--- config.mk ---
export PLATFORM = sky130hd
export DESIGN_NAME = lvtc_top
export DESIGN_NICKNAME = d
export VERILOG_FILES = /design/src/pkg/lvtc_pkg.sv /design/src/logic/lvtc_top.sv
export SDC_FILE = /design/constraint.sdc
export NUM_CORES = 1
export LEC_CHECK = 0
export BUFFER_PORTS_ARGS = -buffer_cell sky130_fd_sc_hd__buf_2
export CAP_MARGIN = 30
export CORE_ASPECT_RATIO = 0.9
export CORE_MARGIN = 8
export CORE_UTILIZATION = 65
export CTS_CLUSTER_SIZE = 14
export DETAILED_ROUTE_END_ITERATION = 12
export GPL_TIMING_DRIVEN = 1
export HOLD_SLACK_MARGIN = 0.03
export PLACE_DENSITY = 0.81
export SLEW_MARGIN = 10
export SYNTH_ARGS = -nofsm -noshare
export SYNTH_HDL_FRONTEND = slang
export SYNTH_SLANG_ARGS = --single-unit
export TNS_END_PERCENT = 5
--- constraint.sdc ---
create_clock -name aclk -period 20 [get_ports aclk]
set_input_delay 2 -clock aclk [delete_from_list [all_inputs] [get_ports aclk]]
set_output_delay 2 -clock aclk [all_outputs]
set_load 0.01 [all_outputs]
--- src/pkg/lvtc_pkg.sv ---
// Constants, register map and bus carriers for the drive-voltage temperature compensation block.
// Assumes a 250 MHz aclk, an AXI4-Lite master and a one-cycle frame_tick from the frame timer.
package lvtc_pkg;

	// Register byte addresses.
	localparam logic [7:0] ADDR_CTRL    = 8'h00;
	localparam logic [7:0] ADDR_SLOPE   = 8'h04;
	localparam logic [7:0] ADDR_VPROG   = 8'h08;
	localparam logic [7:0] ADDR_TEMP    = 8'h0C;
	localparam logic [7:0] ADDR_COMP    = 8'h10;

	// Control bit positions and slope field layout.
	localparam int CTRL_MEASURE_BIT  = 0;
	localparam int CTRL_FILTER_BIT   = 1;
	localparam int CTRL_COMP_BIT     = 2;
	localparam int SLOPE_FIELD_W     = 3;
	localparam int NUM_REGIONS       = 4;

	// Reset values.
	localparam logic [2:0] SLOPE_RESET     = 3'h0;
	localparam logic [7:0] VPROG_RESET     = 8'h00;
	localparam logic [7:0] FILTER_RESET    = 8'h40;

	// Conversion timing.
	localparam int CLK_PERIOD_PS     = 4000;
	localparam int CONV_TIME_US      = 5000;
	// Window in clock cycles: nanoseconds of the window over nanoseconds per clock.
	localparam int CONV_CYCLES       = (CONV_TIME_US * 1000) / (CLK_PERIOD_PS / 1000);
	localparam int INTERVAL_FRAMES   = 200;

	// Temperature breakpoints in sixteenths of a degree.
	localparam logic signed [13:0] T16_OFFSET = 14'sh0280;
	localparam logic signed [13:0] T16_SCALE  = 14'sh000F;
	localparam logic signed [13:0] T16_M40    = -14'sh0280;
	localparam logic signed [13:0] T16_M10    = -14'sh00A0;
	localparam logic signed [13:0] T16_P20    = 14'sh0140;
	localparam logic signed [13:0] T16_P50    = 14'sh0320;
	localparam logic signed [13:0] T16_P80    = 14'sh0500;
	localparam logic signed [20:0] SPAN16     = 21'sh001E0;
	localparam logic signed [20:0] STEP16     = 21'sh001E0;

	// AXI4-Lite response codes.
	localparam logic [1:0] RESP_OKAY   = 2'h0;
	localparam logic [1:0] RESP_SLVERR = 2'h2;

	typedef enum {
		ST_IDLE,
		ST_CONVERT,
		ST_WAIT
	} lvtc_state_t;

	// Master to slave channel signals.
	typedef struct packed {
		logic        awvalid;
		logic [7:0]  awaddr;
		logic        wvalid;
		logic [31:0] wdata;
		logic [3:0]  wstrb;
		logic        bready;
		logic        arvalid;
		logic [7:0]  araddr;
		logic        rready;
	} lvtc_axil_req_t;

	// Slave to master channel signals.
	typedef struct packed {
		logic        awready;
		logic        wready;
		logic        bvalid;
		logic [1:0]  bresp;
		logic        arready;
		logic        rvalid;
		logic [31:0] rdata;
		logic [1:0]  rresp;
	} lvtc_axil_rsp_t;

	// Slope selector to mV per degree.
	function automatic logic signed [6:0] slope_mv(input logic [2:0] sel);
		case (sel)
			3'h1:    slope_mv = -7'sd4;
			3'h2:    slope_mv = -7'sd8;
			3'h3:    slope_mv = -7'sd16;
			3'h4:    slope_mv = -7'sd40;
			3'h5:    slope_mv = 7'sd4;
			3'h6:    slope_mv = 7'sd8;
			3'h7:    slope_mv = 7'sd16;
			default: slope_mv = 7'sd0;
		endcase
	endfunction : slope_mv

endpackage : lvtc_pkg

--- src/logic/lvtc_top.sv ---
// Temperature readout, jitter filter and drive-voltage offset with an AXI4-Lite register file.
// Assumes sensor_code is valid at the end of a conversion window and frame_tick pulses per frame.
`timescale 1ns/100ps
module lvtc_top
	import lvtc_pkg::*;
#(
	parameter int CONV_CYC = CONV_CYCLES
) (
	input  wire logic           aclk,
	input  wire logic           aresetn,
	input  wire lvtc_axil_req_t axil_req,
	output lvtc_axil_rsp_t      axil_rsp,
	input  wire logic [7:0]     sensor_code,
	input  wire logic           frame_tick,
	input  wire logic           external_supply,
	output logic                sensor_enable,
	output logic [7:0]          temperature_offset_code,
	output logic [7:0]          drive_voltage_code
);

	// Register file state.
	logic                   measure_enable_q;
	logic                   temp_filter_enable_q;
	logic                   compensation_enable_q;
	logic [11:0]            slope_q;
	logic [7:0]             programmed_voltage_code_q;

	// Bus slave state.
	logic                   aw_rdy_q;
	logic                   w_rdy_q;
	logic [7:0]             awaddr_q;
	logic [31:0]            wdata_q;
	logic [3:0]             wstrb_q;
	logic                   bvalid_q;
	logic [1:0]             bresp_q;
	logic                   ar_rdy_q;
	logic                   rvalid_q;
	logic [31:0]            rdata_q;
	logic [1:0]             rresp_q;

	// Measurement state.
	lvtc_state_t            state_q;
	logic [31:0]            cyc_q;
	logic [7:0]             frames_q;
	logic                   sensor_en_q;
	logic [7:0]             temperature_code_q;
	logic                   temp_valid_q;
	logic                   conv_done_q;
	logic [7:0]             filt_q;
	logic [7:0]             sel_temp_q;
	logic [7:0]             offset_q;
	logic [7:0]             target_q;

	// Combinational helpers.
	logic                   do_write;
	logic                   aw_hs;
	logic                   w_hs;
	logic signed [6:0]      sf [NUM_REGIONS];
	logic signed [13:0]     t16;
	logic signed [20:0]     off16;
	logic signed [20:0]     steps;
	logic signed [9:0]      sum;

	assign aw_hs    = axil_req.awvalid && aw_rdy_q;
	assign w_hs     = axil_req.wvalid && w_rdy_q;
	assign do_write = !aw_rdy_q && !w_rdy_q && !bvalid_q;

	// Write address and data are captured independently and released after the response.
	// Holding both ready lines low until the response is taken keeps one write in flight.
	always_ff @(posedge aclk) begin
		if (!aresetn) begin
			aw_rdy_q <= 1'b1;
			w_rdy_q  <= 1'b1;
			awaddr_q <= 8'h00;
			wdata_q  <= 32'h0000_0000;
			wstrb_q  <= 4'h0;
		end else begin
			if (aw_hs) begin
				aw_rdy_q <= 1'b0;
				awaddr_q <= axil_req.awaddr;
			end
			if (w_hs) begin
				w_rdy_q <= 1'b0;
				wdata_q <= axil_req.wdata;
				wstrb_q <= axil_req.wstrb;
			end
			if (bvalid_q && axil_req.bready) begin
				aw_rdy_q <= 1'b1;
				w_rdy_q  <= 1'b1;
			end
		end
	end

	// Write response; unmapped or read-only addresses answer with a slave error.
	// The response follows both captures by one cycle, together with the register update.
	always_ff @(posedge aclk) begin
		if (!aresetn) begin
			bvalid_q <= 1'b0;
			bresp_q  <= RESP_OKAY;
		end else if (do_write) begin
			bvalid_q <= 1'b1;
			bresp_q  <= (awaddr_q == ADDR_CTRL || awaddr_q == ADDR_SLOPE ||
				awaddr_q == ADDR_VPROG) ? RESP_OKAY : RESP_SLVERR;
		end else if (bvalid_q && axil_req.bready) begin
			bvalid_q <= 1'b0;
		end
	end

	// Writable registers honour the byte strobes.
	// Writes to read-only or unmapped offsets fall into the default branch and change nothing.
	always_ff @(posedge aclk) begin
		if (!aresetn) begin
			measure_enable_q          <= 1'b0;
			temp_filter_enable_q      <= 1'b0;
			compensation_enable_q     <= 1'b0;
			slope_q                   <= {NUM_REGIONS{SLOPE_RESET}};
			programmed_voltage_code_q <= VPROG_RESET;
		end else if (do_write) begin
			case (awaddr_q)
				ADDR_CTRL: begin
					if (wstrb_q[0]) begin
						measure_enable_q      <= wdata_q[CTRL_MEASURE_BIT];
						temp_filter_enable_q  <= wdata_q[CTRL_FILTER_BIT];
						compensation_enable_q <= wdata_q[CTRL_COMP_BIT];
					end
				end
				ADDR_SLOPE: begin
					if (wstrb_q[0]) begin
						slope_q[7:0] <= wdata_q[7:0];
					end
					if (wstrb_q[1]) begin
						slope_q[11:8] <= wdata_q[11:8];
					end
				end
				ADDR_VPROG: begin
					if (wstrb_q[0]) begin
						programmed_voltage_code_q <= wdata_q[7:0];
					end
				end
				default: begin
				end
			endcase
		end
	end

	// Read channel; one beat answered the cycle after the address is taken.
	// Read data is frozen at address time, so a later status change cannot alter a pending beat.
	always_ff @(posedge aclk) begin
		if (!aresetn) begin
			ar_rdy_q <= 1'b1;
			rvalid_q <= 1'b0;
			rdata_q  <= 32'h0000_0000;
			rresp_q  <= RESP_OKAY;
		end else if (axil_req.arvalid && ar_rdy_q) begin
			ar_rdy_q <= 1'b0;
			rvalid_q <= 1'b1;
			rresp_q  <= RESP_OKAY;
			case (axil_req.araddr)
				ADDR_CTRL:  rdata_q <= {29'h0, compensation_enable_q,
					temp_filter_enable_q, measure_enable_q};
				ADDR_SLOPE: rdata_q <= {20'h0_0000, slope_q};
				ADDR_VPROG: rdata_q <= {24'h00_0000, programmed_voltage_code_q};
				ADDR_TEMP:  rdata_q <= {15'h0, temp_valid_q, filt_q, temperature_code_q};
				ADDR_COMP:  rdata_q <= {16'h0000, target_q, offset_q};
				default: begin
					rdata_q <= 32'h0000_0000;
					rresp_q <= RESP_SLVERR;
				end
			endcase
		end else if (rvalid_q && axil_req.rready) begin
			rvalid_q <= 1'b0;
			ar_rdy_q <= 1'b1;
		end
	end

	// Conversion sequencer: a fixed conversion window, then a wait counted in frames.
	// Counting frames rather than clocks makes the interval follow the frame frequency.
	// Clearing the measure enable abandons a window or a wait and returns to idle.
	always_ff @(posedge aclk) begin
		if (!aresetn) begin
			state_q     <= ST_IDLE;
			cyc_q       <= 32'h0000_0000;
			frames_q    <= 8'h00;
			sensor_en_q <= 1'b0;
			conv_done_q <= 1'b0;
		end else begin
			conv_done_q <= 1'b0;
			case (state_q)
				ST_IDLE: begin
					if (measure_enable_q) begin
						state_q     <= ST_CONVERT;
						cyc_q       <= 32'h0000_0000;
						sensor_en_q <= 1'b1;
					end
				end
				ST_CONVERT: begin
					if (!measure_enable_q) begin
						state_q     <= ST_IDLE;
						sensor_en_q <= 1'b0;
					end else if (cyc_q == 32'(CONV_CYC - 1)) begin
						state_q     <= ST_WAIT;
						frames_q    <= 8'h00;
						sensor_en_q <= 1'b0;
						conv_done_q <= 1'b1;
					end else begin
						cyc_q <= cyc_q + 32'h0000_0001;
					end
				end
				ST_WAIT: begin
					if (!measure_enable_q) begin
						state_q <= ST_IDLE;
					end else if (frame_tick) begin
						if (frames_q == 8'(INTERVAL_FRAMES - 1)) begin
							state_q     <= ST_CONVERT;
							cyc_q       <= 32'h0000_0000;
							sensor_en_q <= 1'b1;
						end else begin
							frames_q <= frames_q + 8'h01;
						end
					end
				end
				default: begin
					state_q     <= ST_IDLE;
					sensor_en_q <= 1'b0;
				end
			endcase
		end
	end

	// Raw code is latched at the end of each conversion window.
	// The latch condition mirrors the sequencer's last window cycle exactly.
	always_ff @(posedge aclk) begin
		if (!aresetn) begin
			temperature_code_q <= 8'h00;
			temp_valid_q       <= 1'b0;
		end else if (state_q == ST_CONVERT && measure_enable_q &&
			cyc_q == 32'(CONV_CYC - 1)) begin
			temperature_code_q <= sensor_code;
			temp_valid_q       <= 1'b1;
		end
	end

	// Filter steps one LSB toward the raw code only when it differs by two or more.
	// The one-code dead band stops single-LSB jitter from reaching the offset path.
	// Guards at the ends of the code range keep the compare terms from wrapping.
	always_ff @(posedge aclk) begin
		if (!aresetn) begin
			filt_q <= FILTER_RESET;
		end else if (conv_done_q) begin
			if (temperature_code_q > filt_q + 8'h01 && filt_q != 8'hFF) begin
				filt_q <= filt_q + 8'h01;
			end else if (temperature_code_q + 8'h01 < filt_q && temperature_code_q != 8'hFF) begin
				filt_q <= filt_q - 8'h01;
			end
		end
	end

	// Selected temperature feeds the offset path.
	// Registering the selection breaks the path from the filter into the offset arithmetic.
	always_ff @(posedge aclk) begin
		if (!aresetn) begin
			sel_temp_q <= FILTER_RESET;
		end else begin
			sel_temp_q <= temp_filter_enable_q ? filt_q : temperature_code_q;
		end
	end

	// Slope selectors decoded per region.
	// Each region decodes its own field, so the four slopes are fully independent.
	for (genvar r = 0; r < NUM_REGIONS; r++) begin : g_slope
		assign sf[r] = slope_mv(slope_q[r*SLOPE_FIELD_W +: SLOPE_FIELD_W]);
	end

	// Temperature in sixteenths of a degree: code times 15 minus 640.
	// Working in sixteenths keeps every code step exact in integer arithmetic.
	assign t16 = $signed({6'h00, sel_temp_q}) * T16_SCALE - T16_OFFSET;

	// Offset in mV times 16, per region, held at the 80 degree value above.
	// Neighbouring regions agree at each breakpoint, so the offset has no jump there.
	always_comb begin
		if (t16 <= T16_M40) begin
			off16 = SPAN16 * 21'(sf[0]) + SPAN16 * 21'(sf[1]);
		end else if (t16 <= T16_M10) begin
			off16 = 21'(T16_M10 - t16) * 21'(sf[0]) + SPAN16 * 21'(sf[1]);
		end else if (t16 <= T16_P20) begin
			off16 = 21'(T16_P20 - t16) * 21'(sf[1]);
		end else if (t16 <= T16_P50) begin
			off16 = 21'(t16 - T16_P20) * 21'(sf[2]);
		end else if (t16 < T16_P80) begin
			off16 = 21'(t16 - T16_P50) * 21'(sf[3]) + SPAN16 * 21'(sf[2]);
		end else begin
			off16 = SPAN16 * 21'(sf[3]) + SPAN16 * 21'(sf[2]);
		end
	end

	// Whole 30 mV steps, truncated toward zero.
	// Truncation toward zero keeps positive and negative offsets symmetric.
	assign steps = off16 / STEP16;

	// Offset gated by the enable and by an external supply.
	// An external supply overrides the enable, since there is no internal voltage to correct.
	always_ff @(posedge aclk) begin
		if (!aresetn) begin
			offset_q <= 8'h00;
		end else if (!compensation_enable_q || external_supply) begin
			offset_q <= 8'h00;
		end else begin
			offset_q <= steps[7:0];
		end
	end

	// Programmed code plus signed offset.
	// Two guard bits hold the full sum so that saturation sees overflow and underflow.
	assign sum = $signed({2'b00, programmed_voltage_code_q}) +
		$signed({{2{offset_q[7]}}, offset_q});

	// Target saturates at both ends of the code range.
	always_ff @(posedge aclk) begin
		if (!aresetn) begin
			target_q <= 8'h00;
		end else if (sum < 10'sd0) begin
			target_q <= 8'h00;
		end else if (sum > 10'sd255) begin
			target_q <= 8'hFF;
		end else begin
			target_q <= sum[7:0];
		end
	end

	// Outputs straight from flip-flops.
	// The bus response struct is built field by field from the slave registers.
	assign sensor_enable           = sensor_en_q;
	assign temperature_offset_code = offset_q;
	assign drive_voltage_code      = target_q;
	assign axil_rsp.awready        = aw_rdy_q;
	assign axil_rsp.wready         = w_rdy_q;
	assign axil_rsp.bvalid         = bvalid_q;
	assign axil_rsp.bresp          = bresp_q;
	assign axil_rsp.arready        = ar_rdy_q;
	assign axil_rsp.rvalid         = rvalid_q;
	assign axil_rsp.rdata          = rdata_q;
	assign axil_rsp.rresp          = rresp_q;

endmodule : lvtc_top

== Word level (Yosys, flattened, before mapping) ==
Index checks and enable logic that the tools add are counted.
W data, S select, Z words.

* Register bits after elaboration: 201
* Input bits: 69
* Output and inout port bits: 58
* Word-level logic and storage cells: 205

* Add/sub/neg operators: 15
* Multipliers: 9
* Div/mod/pow operators: 1
* Magnitude comparators: 9
* Equality and inequality tests: 52
* Mux-type cells: 50
* Bitwise operators: 1
* Reductions and logical operators: 40

{| class="wikitable"
|+ Operator list
! operator !! count
|-
| $mux W32 || 12
|-
| $pmux W7 S7 || 4
|-
| $pmux W32 S3 || 2
|-
| $mux W21 || 5
|-
| $pmux W17 S5 || 1
|-
| $mul A14 B7 Y21 || 4
|-
| $mux W8 || 9
|-
| $eq A32 B2 Y1 const B || 2
|-
| $eq A3 B3 Y1 const B || 16
|-
| $mul A5 B7 Y12 const A || 4
|-
| $add A21 B17 Y21 || 2
|-
| $add A17 B17 Y18 || 2
|-
| $add A32 B1 Y32 const B || 1
|-
| $eq A32 B1 Y1 const B || 1
|-
| $eq A32 B21 Y1 const B || 1
|-
| $logic_not A32 Y1 || 1
|-
| $le A13 B11 Y1 const B || 2
|-
| $add A8 B1 Y8 const B || 3
|-
| $eq A3 B2 Y1 const B || 8
|-
| $eq A8 B4 Y1 const B || 3
|-
| $div A21 B10 Y21 const B || 1
|-
| $eq A8 B3 Y1 const B || 2
|-
| $logic_not A8 Y1 || 2
|-
| $ne A2 B2 Y1 const B || 8
|-
| 38 further kinds || 81
|}

== Logic depth before layout (Yosys ltp) ==
Gate-level depths: netlist (run 1).

* Depth after elaboration: 11
* Mapped depth: 61
* Depth with buffers taken out: 55

== Worst setup path before layout (run 1) ==
No wires, ideal clock.

* Path kind: register to register
* From: register sel_temp_q[3]
* To: register offset_q[6], in the netlist temperature_offset_code[6]
* Library setup time: 0.121 ns
* Arrival time: 13.836 ns
* Required time: 19.879 ns
* Slack: 6.043 ns
* Stages on the path, launching flop included: 58
* Path buffers: 4
* Period minus slack after synthesis: 13.957 ns
* Cell sequence: dfxtp_1 > inv_1 > fa_1 > fa_1 > inv_1 > ha_1 > ha_1 > a21o_1 > a21oi_1 > xor2_1 > inv_2 > ha_1 > a21o_1 > a211o_1 > buf_2 > o21ai_1 > nand2_1 > nor2_1 > [22 not listed] > a211oi_4 > o221ai_2 > a211oi_4 > mux2_4 > xnor2_2 > nor4_4 > mux2_4 > buf_6 > nor2_1 > a2bb2oi_1 > maj3_2 > o311a_4 > maj3_2 > a2bb2oi_2 > ha_1 > a31oi_1 > xnor2_1 > nor2_1

* Cells in the longest elaborated chain, start to end: 11
* Elaborated cells on any way between the ends: 23
* Those cells by class: add/sub (7); mul (5); div (1); order compare (5); mux (5)

{| class="wikitable"
|+ RTL lines
! element !! RTL line !! source
|-
| start: declaration || lvtc_top.sv:50 || <nowiki>logic [7:0] sel_temp_q;</nowiki>
|-
| start signal: assignment || lvtc_top.sv:264 || <nowiki>sel_temp_q <= temp_filter_enable_q ? filt_q : temperature_code_q;</nowiki>
|-
| $mul A8 B4 Y12 * || lvtc_top.sv:276 || <nowiki>assign t16 = $signed({6'h00, sel_temp_q}) * T16_SCALE - T16_OFFSET;</nowiki>
|-
| $sub A12 B10 Y13 * || lvtc_top.sv:276 ||
|-
| $sub A13 B11 Y14 || lvtc_top.sv:290 || <nowiki>off16 = 21'(t16 - T16_P50) * 21'(sf[3]) + SPAN16 * 21'(sf[2]);</nowiki>
|-
| $mul A14 B7 Y21 || lvtc_top.sv:290 ||
|-
| $add A21 B17 Y21 || lvtc_top.sv:290 ||
|-
| $mux W21 || lvtc_top.sv:289 || <nowiki>end else if (t16 < T16_P80) begin</nowiki>
|-
| $mux W21 || lvtc_top.sv:287 || <nowiki>end else if (t16 <= T16_P50) begin</nowiki>
|-
| $mux W21 || lvtc_top.sv:285 || <nowiki>end else if (t16 <= T16_P20) begin</nowiki>
|-
| $mux W21 || lvtc_top.sv:283 || <nowiki>end else if (t16 <= T16_M10) begin</nowiki>
|-
| $mux W21 * || lvtc_top.sv:281 || <nowiki>if (t16 <= T16_M40) begin</nowiki>
|-
| $div A21 B10 Y21 * || lvtc_top.sv:298 || <nowiki>assign steps = off16 / STEP16;</nowiki>
|-
| end signal: assignment || lvtc_top.sv:308 || <nowiki>offset_q <= steps[7:0];</nowiki>
|-
| end: declaration || lvtc_top.sv:51 || <nowiki>logic [7:0] offset_q;</nowiki>
|}

Mark *: on every way between the ends. The rest lies on a longest branch, timed or not.
A chain may end at the register's enable or synchronous reset.

== Worst setup path in the final report (run 1) ==
* From: register sel_temp_q[0]
* To: register offset_q[6], in the netlist temperature_offset_code[6]

Same word-level chain as after synthesis.

==> run_results.csv, run 1 <==
group,metric,value,unit
status,status,"finished, final reports clean",
routing,drtIter0Drc,2268,
die,initial_utilization,65.8,%
sta,period_share,82.7,%
sta,slew_viol_final,0,
setup_path,timing.critical_path.buf_inv,5,
setup_path,cp.arrival,16.86,ns
setup_path,rrSetupSlack,3.46,ns
routing,firstDrtPassIters,6,
grt,grt_pass1_wl,122000,um
yosys,synthTopCellsByArea,"fa_1 17%, ha_1 15%, dfxtp_1 12%",
die,chipHeight,208,um
sta,finalSetupTns,0,ns
die,die_w,230,um
grt,grt_max_degree,104,
clocking,clk_latency,0.43,ns
routing,vias,23824,
layout,drive_above_1_share,7.62,%
hold_path,holdPathStages,2,
grt,grt_pass1_vias,23666,
routing,drt-total-wl,75300,um
clocking,holdBufCountCts,0,
layout,fin_nets,3887,
sta,relSlewSlack,33.4,%
setup_path,ff2ff_path_depth,52,
yosys,yosys_warnings,0,
yosys,synth_ff_type,"dfxtp_1",
die,core_area,40600,um2
yosys,synth-seq-area-share,11.6,%
setup_path,r2r_start,"sel_temp_q[0]",
setup_path,crit_fanout,13,
layout,antenna_cells,0,
sta,worst_clock_skew,0.00771,ns
yosys,syn_inst,3242,
yosys,synth_most_common_cell,"inv_1",
power,p_leak,13.5,nW
placed_design,hpwl,61200,um
power,powerDensity,42.7,nW/um2
setup_path,crit_path_start_kind,"flip-flop",
yosys,synth.largest_area_cell,"fa_1",
setup_path,crit_path_frequent_cell,"ha_1",
sta,setup_viol,0,
yosys,synth_edf_count,0,
hold_path,hold_start,"awaddr_q[1]",
layout,final_cell_area,28000,um2
clocking,cts_buffers,17,
yosys,synth_top_cell_area_share,17.5,%
power,ir_drop,0.0758,mV
die,rows,70,
setup_path,max_stage_delay,0.66,ns
grt,gr-total-overflow,0,
die,ios,127,
placed_design,gp_congestion,1.03,
setup_path,end_kind,"flip-flop",
sta,period_needed,16.54,ns
yosys,ys_top_cells_by_count,"371 x inv_1, 318 x ha_1, 298 x nor2_1, 268 x nand2_1, 233 x fa_1",
yosys,synth-seq-cells,154,
sta,hold_viol_final,0,
clocking,cts_root_buffer,"clkbuf_16",
job,maxCapViolations,0,
hold_path,hold_end,"awaddr_q[1]",
sta,tightest_slew,0.987,ns
yosys,synthArstFlopShare,0,%
routing,drc,0,
layout,areaGrowthSynthToFinish,5.15,%
placed_design,place_area,27400,um2
setup_path,crit_type,"flip-flop to flip-flop",
placed_design,port_buffers,87,
setup_path,r2r_end,"temperature_offset_code[6]",
sta,max_freq,60.4,MHz
clocking,clk_pin_slew,0.06,ns
hold_path,hp-class,"flip-flop to flip-flop",
grt,grt_usage,30.9,%
sta,rsz0062_at_grt,"no",
clocking,clk_path_buf_depth,2,
die,dieArea,47800,um2
clocking,post-cts-setup-buffers,0,
setup_path,critPathTopFamily,"adder cells",
routing,antenna_left,0,
clocking,cts_sinks,154,
setup_path,required,20.32,ns
clocking,cts_tree,"done",
routing,routedWlPerCell,19.7,um
setup_path,slowest_stage,"xor2_1",
clocking,htree_levels,4,
clocking,post_cts_resized,0,
grt,antenna_found_initial,1,
routing,vias_per_cell,6.24,
yosys,netlist_area,26700,um2
yosys,ys_types,118,
yosys,avgSynthCellArea,8.23,um2
## per-layer routing
metal / track usage, % / vias up / routed length [um]
li1: - / 11056 / -
met1: 40.5 / 11529 / 31500
met2: 51.2 / 1022 / 34600
met3: 4.62 / 217 / 6440
met4: 11.4 / 0 / 2830
met5: 0 / - / 0
## final cells by class
cell class | instances | area (um2)
Clock buffer | 20 | 467
Clock inverter | 12 | 113
Fill cell | 3284 | 12500
Inverter | 382 | 1440
Multi-Input combinational cell | 2597 | 21600
Sequential cell | 154 | 3080
Tap cell | 540 | 676
Timing Repair Buffer | 115 | 649
## how the worst max path moves through the flow
| stage | start | endpoint | slack [ns] | depth (start not counted) |
|---|---|---|---|---|
| global route | sel_temp_q[0] | temperature_offset_code[6] | 2.84 | 53 |
| detailed placement | sel_temp_q[0] | temperature_offset_code[6] | 4.00 | 54 |
| finish | sel_temp_q[0] | temperature_offset_code[6] | 3.46 | 52 |
| CTS | sel_temp_q[0] | temperature_offset_code[6] | 3.89 | 54 |
| global placement | sel_temp_q[0] | temperature_offset_code[6] | 4.26 | 54 |
| floorplan | sel_temp_q[3] | temperature_offset_code[6] | 6.04 | 57 |
## power by group
part           switching [mW]  total [mW]  leakage (nW)  internal (mW)
clock network           0.134       0.317         0.283          0.182
logic                   0.374       0.566          12.0          0.193
registers             0.00367       0.315          1.25          0.311
## sequential cells by signal, summed over array words and instances, names as in the netlist, 8 cells and up
signal / count
awaddr_q: 8
cyc_q: 32
drive_voltage_code: 8
filt_q: 8
frames_q: 8
programmed_voltage_code_q: 8
rdata_q: 17
sel_temp_q: 8
slope_q: 12
temperature_code_q: 8
temperature_offset_code: 8
wdata_q: 12
## cells in the final DEF (no fill, tap or decap), types with 78 or more instances in the layout
| cell | n |
|---|---|
| inv_1 | 371 |
| fa_1 | 233 |
| buf_2 | 87 |
| xnor2_1 | 145 |
| nor2_1 | 298 |
| dfxtp_1 | 154 |
| nor2b_1 | 78 |
| ha_1 | 318 |
| xor2_1 | 84 |
| nand2_1 | 268 |
| o21ai_0 | 105 |
| a21oi_1 | 132 |
## stage by stage
step	hold WS (ns)	util (%)	worst slack [ns]	power, mW	std cells
after global routing	0.491	69.2	2.84	1.25	3820
after global placement	0.453	67.6	4.26	0.850	3781
after CTS	0.471	69.1	3.89	1.18	3816
final	0.470	69.2	3.46	1.20	3820
after detailed placement	0.462	67.7	4.00	0.866	3784
after floorplan	0.442	-	6.04	0.758	3258
## worst min-delay path, delay by kind of cell (launching register included)
kind             cells  cell delay, ns
AO/OA/AOI/OAI        1            0.06
flip-flops           1            0.31
AND/OR/NAND/NOR      1            0.05
## logic make-up after synthesis
group                    count (synthesis)  share of synthesized area [%]
multiplexers                            79                           3.09
XOR/XNOR                               237                           8.00
AO/OA/AOI/OAI                          647                           17.4
other                                    1                         0.0141
buffers and inverters                  507                           7.69
flip-flops                             154                           11.6
adder cells (fa/ha/maj)                554                           32.5
AND/OR/NAND/NOR                       1063                           19.7
Note: power is estimated with default switching activity, not from simulation.
==> inputs of run 2 (changes only) <==
Clock period 20 ns to 16.1 ns, I/O delays scaled along.
==> run_results.csv, run 2 (synthesis gave the netlist of run 1 again) <==
group,metric,value,unit
status,status,"finished, final reports clean",
routing,antenna_left,0,
power,ir_drop,0.102,mV
clocking,clk_pin_slew,0.07,ns
die,core_area,40600,um2
die,dieArea,47800,um2
clocking,post-cts-setup-buffers,0,
clocking,clk_latency,0.43,ns
sta,finalSetupTns,0,ns
clocking,htree_levels,4,
setup_path,crit_fanout,12,
die,die_w,230,um
hold_path,hp-class,"flip-flop to flip-flop",
clocking,cts_root_buffer,"clkbuf_16",
setup_path,ff2ff_path_depth,50,
grt,grt_pass1_vias,23906,
layout,antenna_cells,0,
power,p_leak,13.6,nW
setup_path,r2r_end,"temperature_offset_code[4]",
sta,period_share,95.9,%
clocking,clk_path_buf_depth,2,
sta,period_needed,15.44,ns
setup_path,max_stage_delay,0.55,ns
setup_path,crit_type,"flip-flop to flip-flop",
die,initial_utilization,65.8,%
layout,top_register,"cyc_q",
die,rows,70,
sta,tightest_slew,0.961,ns
die,ios,127,
routing,drtIter0Drc,1940,
setup_path,cp-startpoint,"sel_temp_q[3]",
sta,max_freq,64.8,MHz
setup_path,endpoint,"temperature_offset_code[4]",
setup_path,required,16.46,ns
layout,final_common_cell,"inv_1",
placed_design,gp_congestion,1.06,
grt,gr-total-overflow,0,
sta,worst_clock_skew,0.00835,ns
placed_design,hpwl,61500,um
setup_path,r2r_start,"sel_temp_q[3]",
clocking,post_cts_resized,0,
layout,areaGrowthSynthToFinish,5.95,%
layout,drive_above_1_share,8.34,%
setup_path,crit_path_frequent_cell,"fa_1",
clocking,cts_sinks,154,
setup_path,slowest_stage,"fa_1",
clocking,holdBufCountCts,0,
layout,fin_nets,3903,
routing,vias,23762,
routing,drt-total-wl,75300,um
layout,stdcell_count,3836,
setup_path,critPathTopFamily,"adder cells",
setup_path,cp.arrival,15.80,ns
die,chipHeight,208,um
setup_path,timing.critical_path.buf_inv,5,
placed_design,port_buffers,87,
routing,routedWlPerCell,19.6,um
routing,drc,0,
layout,final_cell_mix,"371 x inv_1, 318 x ha_1, 298 x nor2_1, 268 x nand2_1, 233 x fa_1",
setup_path,rrSetupSlack,0.66,ns
setup_path,end_kind,"flip-flop",
power,powerDensity,54.3,nW/um2
setup_path,crit_path_start_kind,"flip-flop",
sta,slew_viol_final,0,
clocking,cts_tree,"done",
routing,firstDrtPassIters,7,
power,power,1.53,mW
job,maxCapViolations,0,
layout,utilization,69.7,%
grt,grt_max_degree,104,
sta,relSlewSlack,35.5,%
grt,grt_pass1_wl,123000,um
layout,n_fill_cell,3296,
grt,grt_usage,31.2,%
layout,reg_top3,"cyc_q x32, rdata_q x17",
layout,largest_reg_flops,32,
clocking,cts_buffers,17,
routing,vias_per_cell,6.19,
grt,antenna_found_initial,1,
placed_design,dp.cells,3800,
sta,hold_viol_final,0,
setup_path,cp_num_cells,50,
sta,setup_viol,0,
==> run 2: worst min-delay path, delay by kind of cell, from the launching register on <==
kind | cells | cell delay, ns
DFF | 1 | 0.31
AOI/OAI and AO/OA | 1 | 0.07
and+or+nand+nor | 1 | 0.04
==> run 2: final cells by class <==
| class | instances | area (um2) | share of cell area (%) |
|---|---|---|---|
| Clock buffer | 17 | 425 | 1.51 |
| Timing Repair Buffer | 131 | 777 | 2.75 |
| Inverter | 382 | 1440 | 5.08 |
| Clock inverter | 15 | 193 | 0.682 |
| Multi-Input combinational cell | 2597 | 21700 | 76.7 |
| Tap cell | 540 | 676 | 2.39 |
| Sequential cell | 154 | 3080 | 10.9 |
==> run 2: how the worst min path moves through the flow <==
stage,from,to,cells past startpoint
floorplan,temp_valid_q,temp_valid_q,1
global route,awaddr_q[4],awaddr_q[4],2
CTS,awaddr_q[4],awaddr_q[4],2
finish,wdata_q[11],wdata_q[11],2
global placement,temp_valid_q,temp_valid_q,1
detailed placement,temp_valid_q,temp_valid_q,1
==> run 2: metrics by stage <==
step,hold WS (ns),worst slack [ns],area [um2]
after floorplan,0.442,2.14,26700
after global placement,0.452,1.06,27500
after detailed placement,0.454,0.662,27600
after CTS,0.472,0.597,28200
after global routing,0.487,-0.00578,28300
final,0.470,0.658,28300
==> run 2: where the power goes <==
part           internal (mW)  switching [mW]  leakage [nW]
sequential             0.386         0.00456          1.25
clock                  0.248           0.170         0.299
combinational          0.254           0.472          12.1
total                  0.887           0.647          13.6
==> run 2: metal layers <==
layer,GRT usage [%],wire length (um)
met1,40.7,31900
met4,12.2,3140
met5,0,15
met3,3.96,5830
met2,52.0,34300
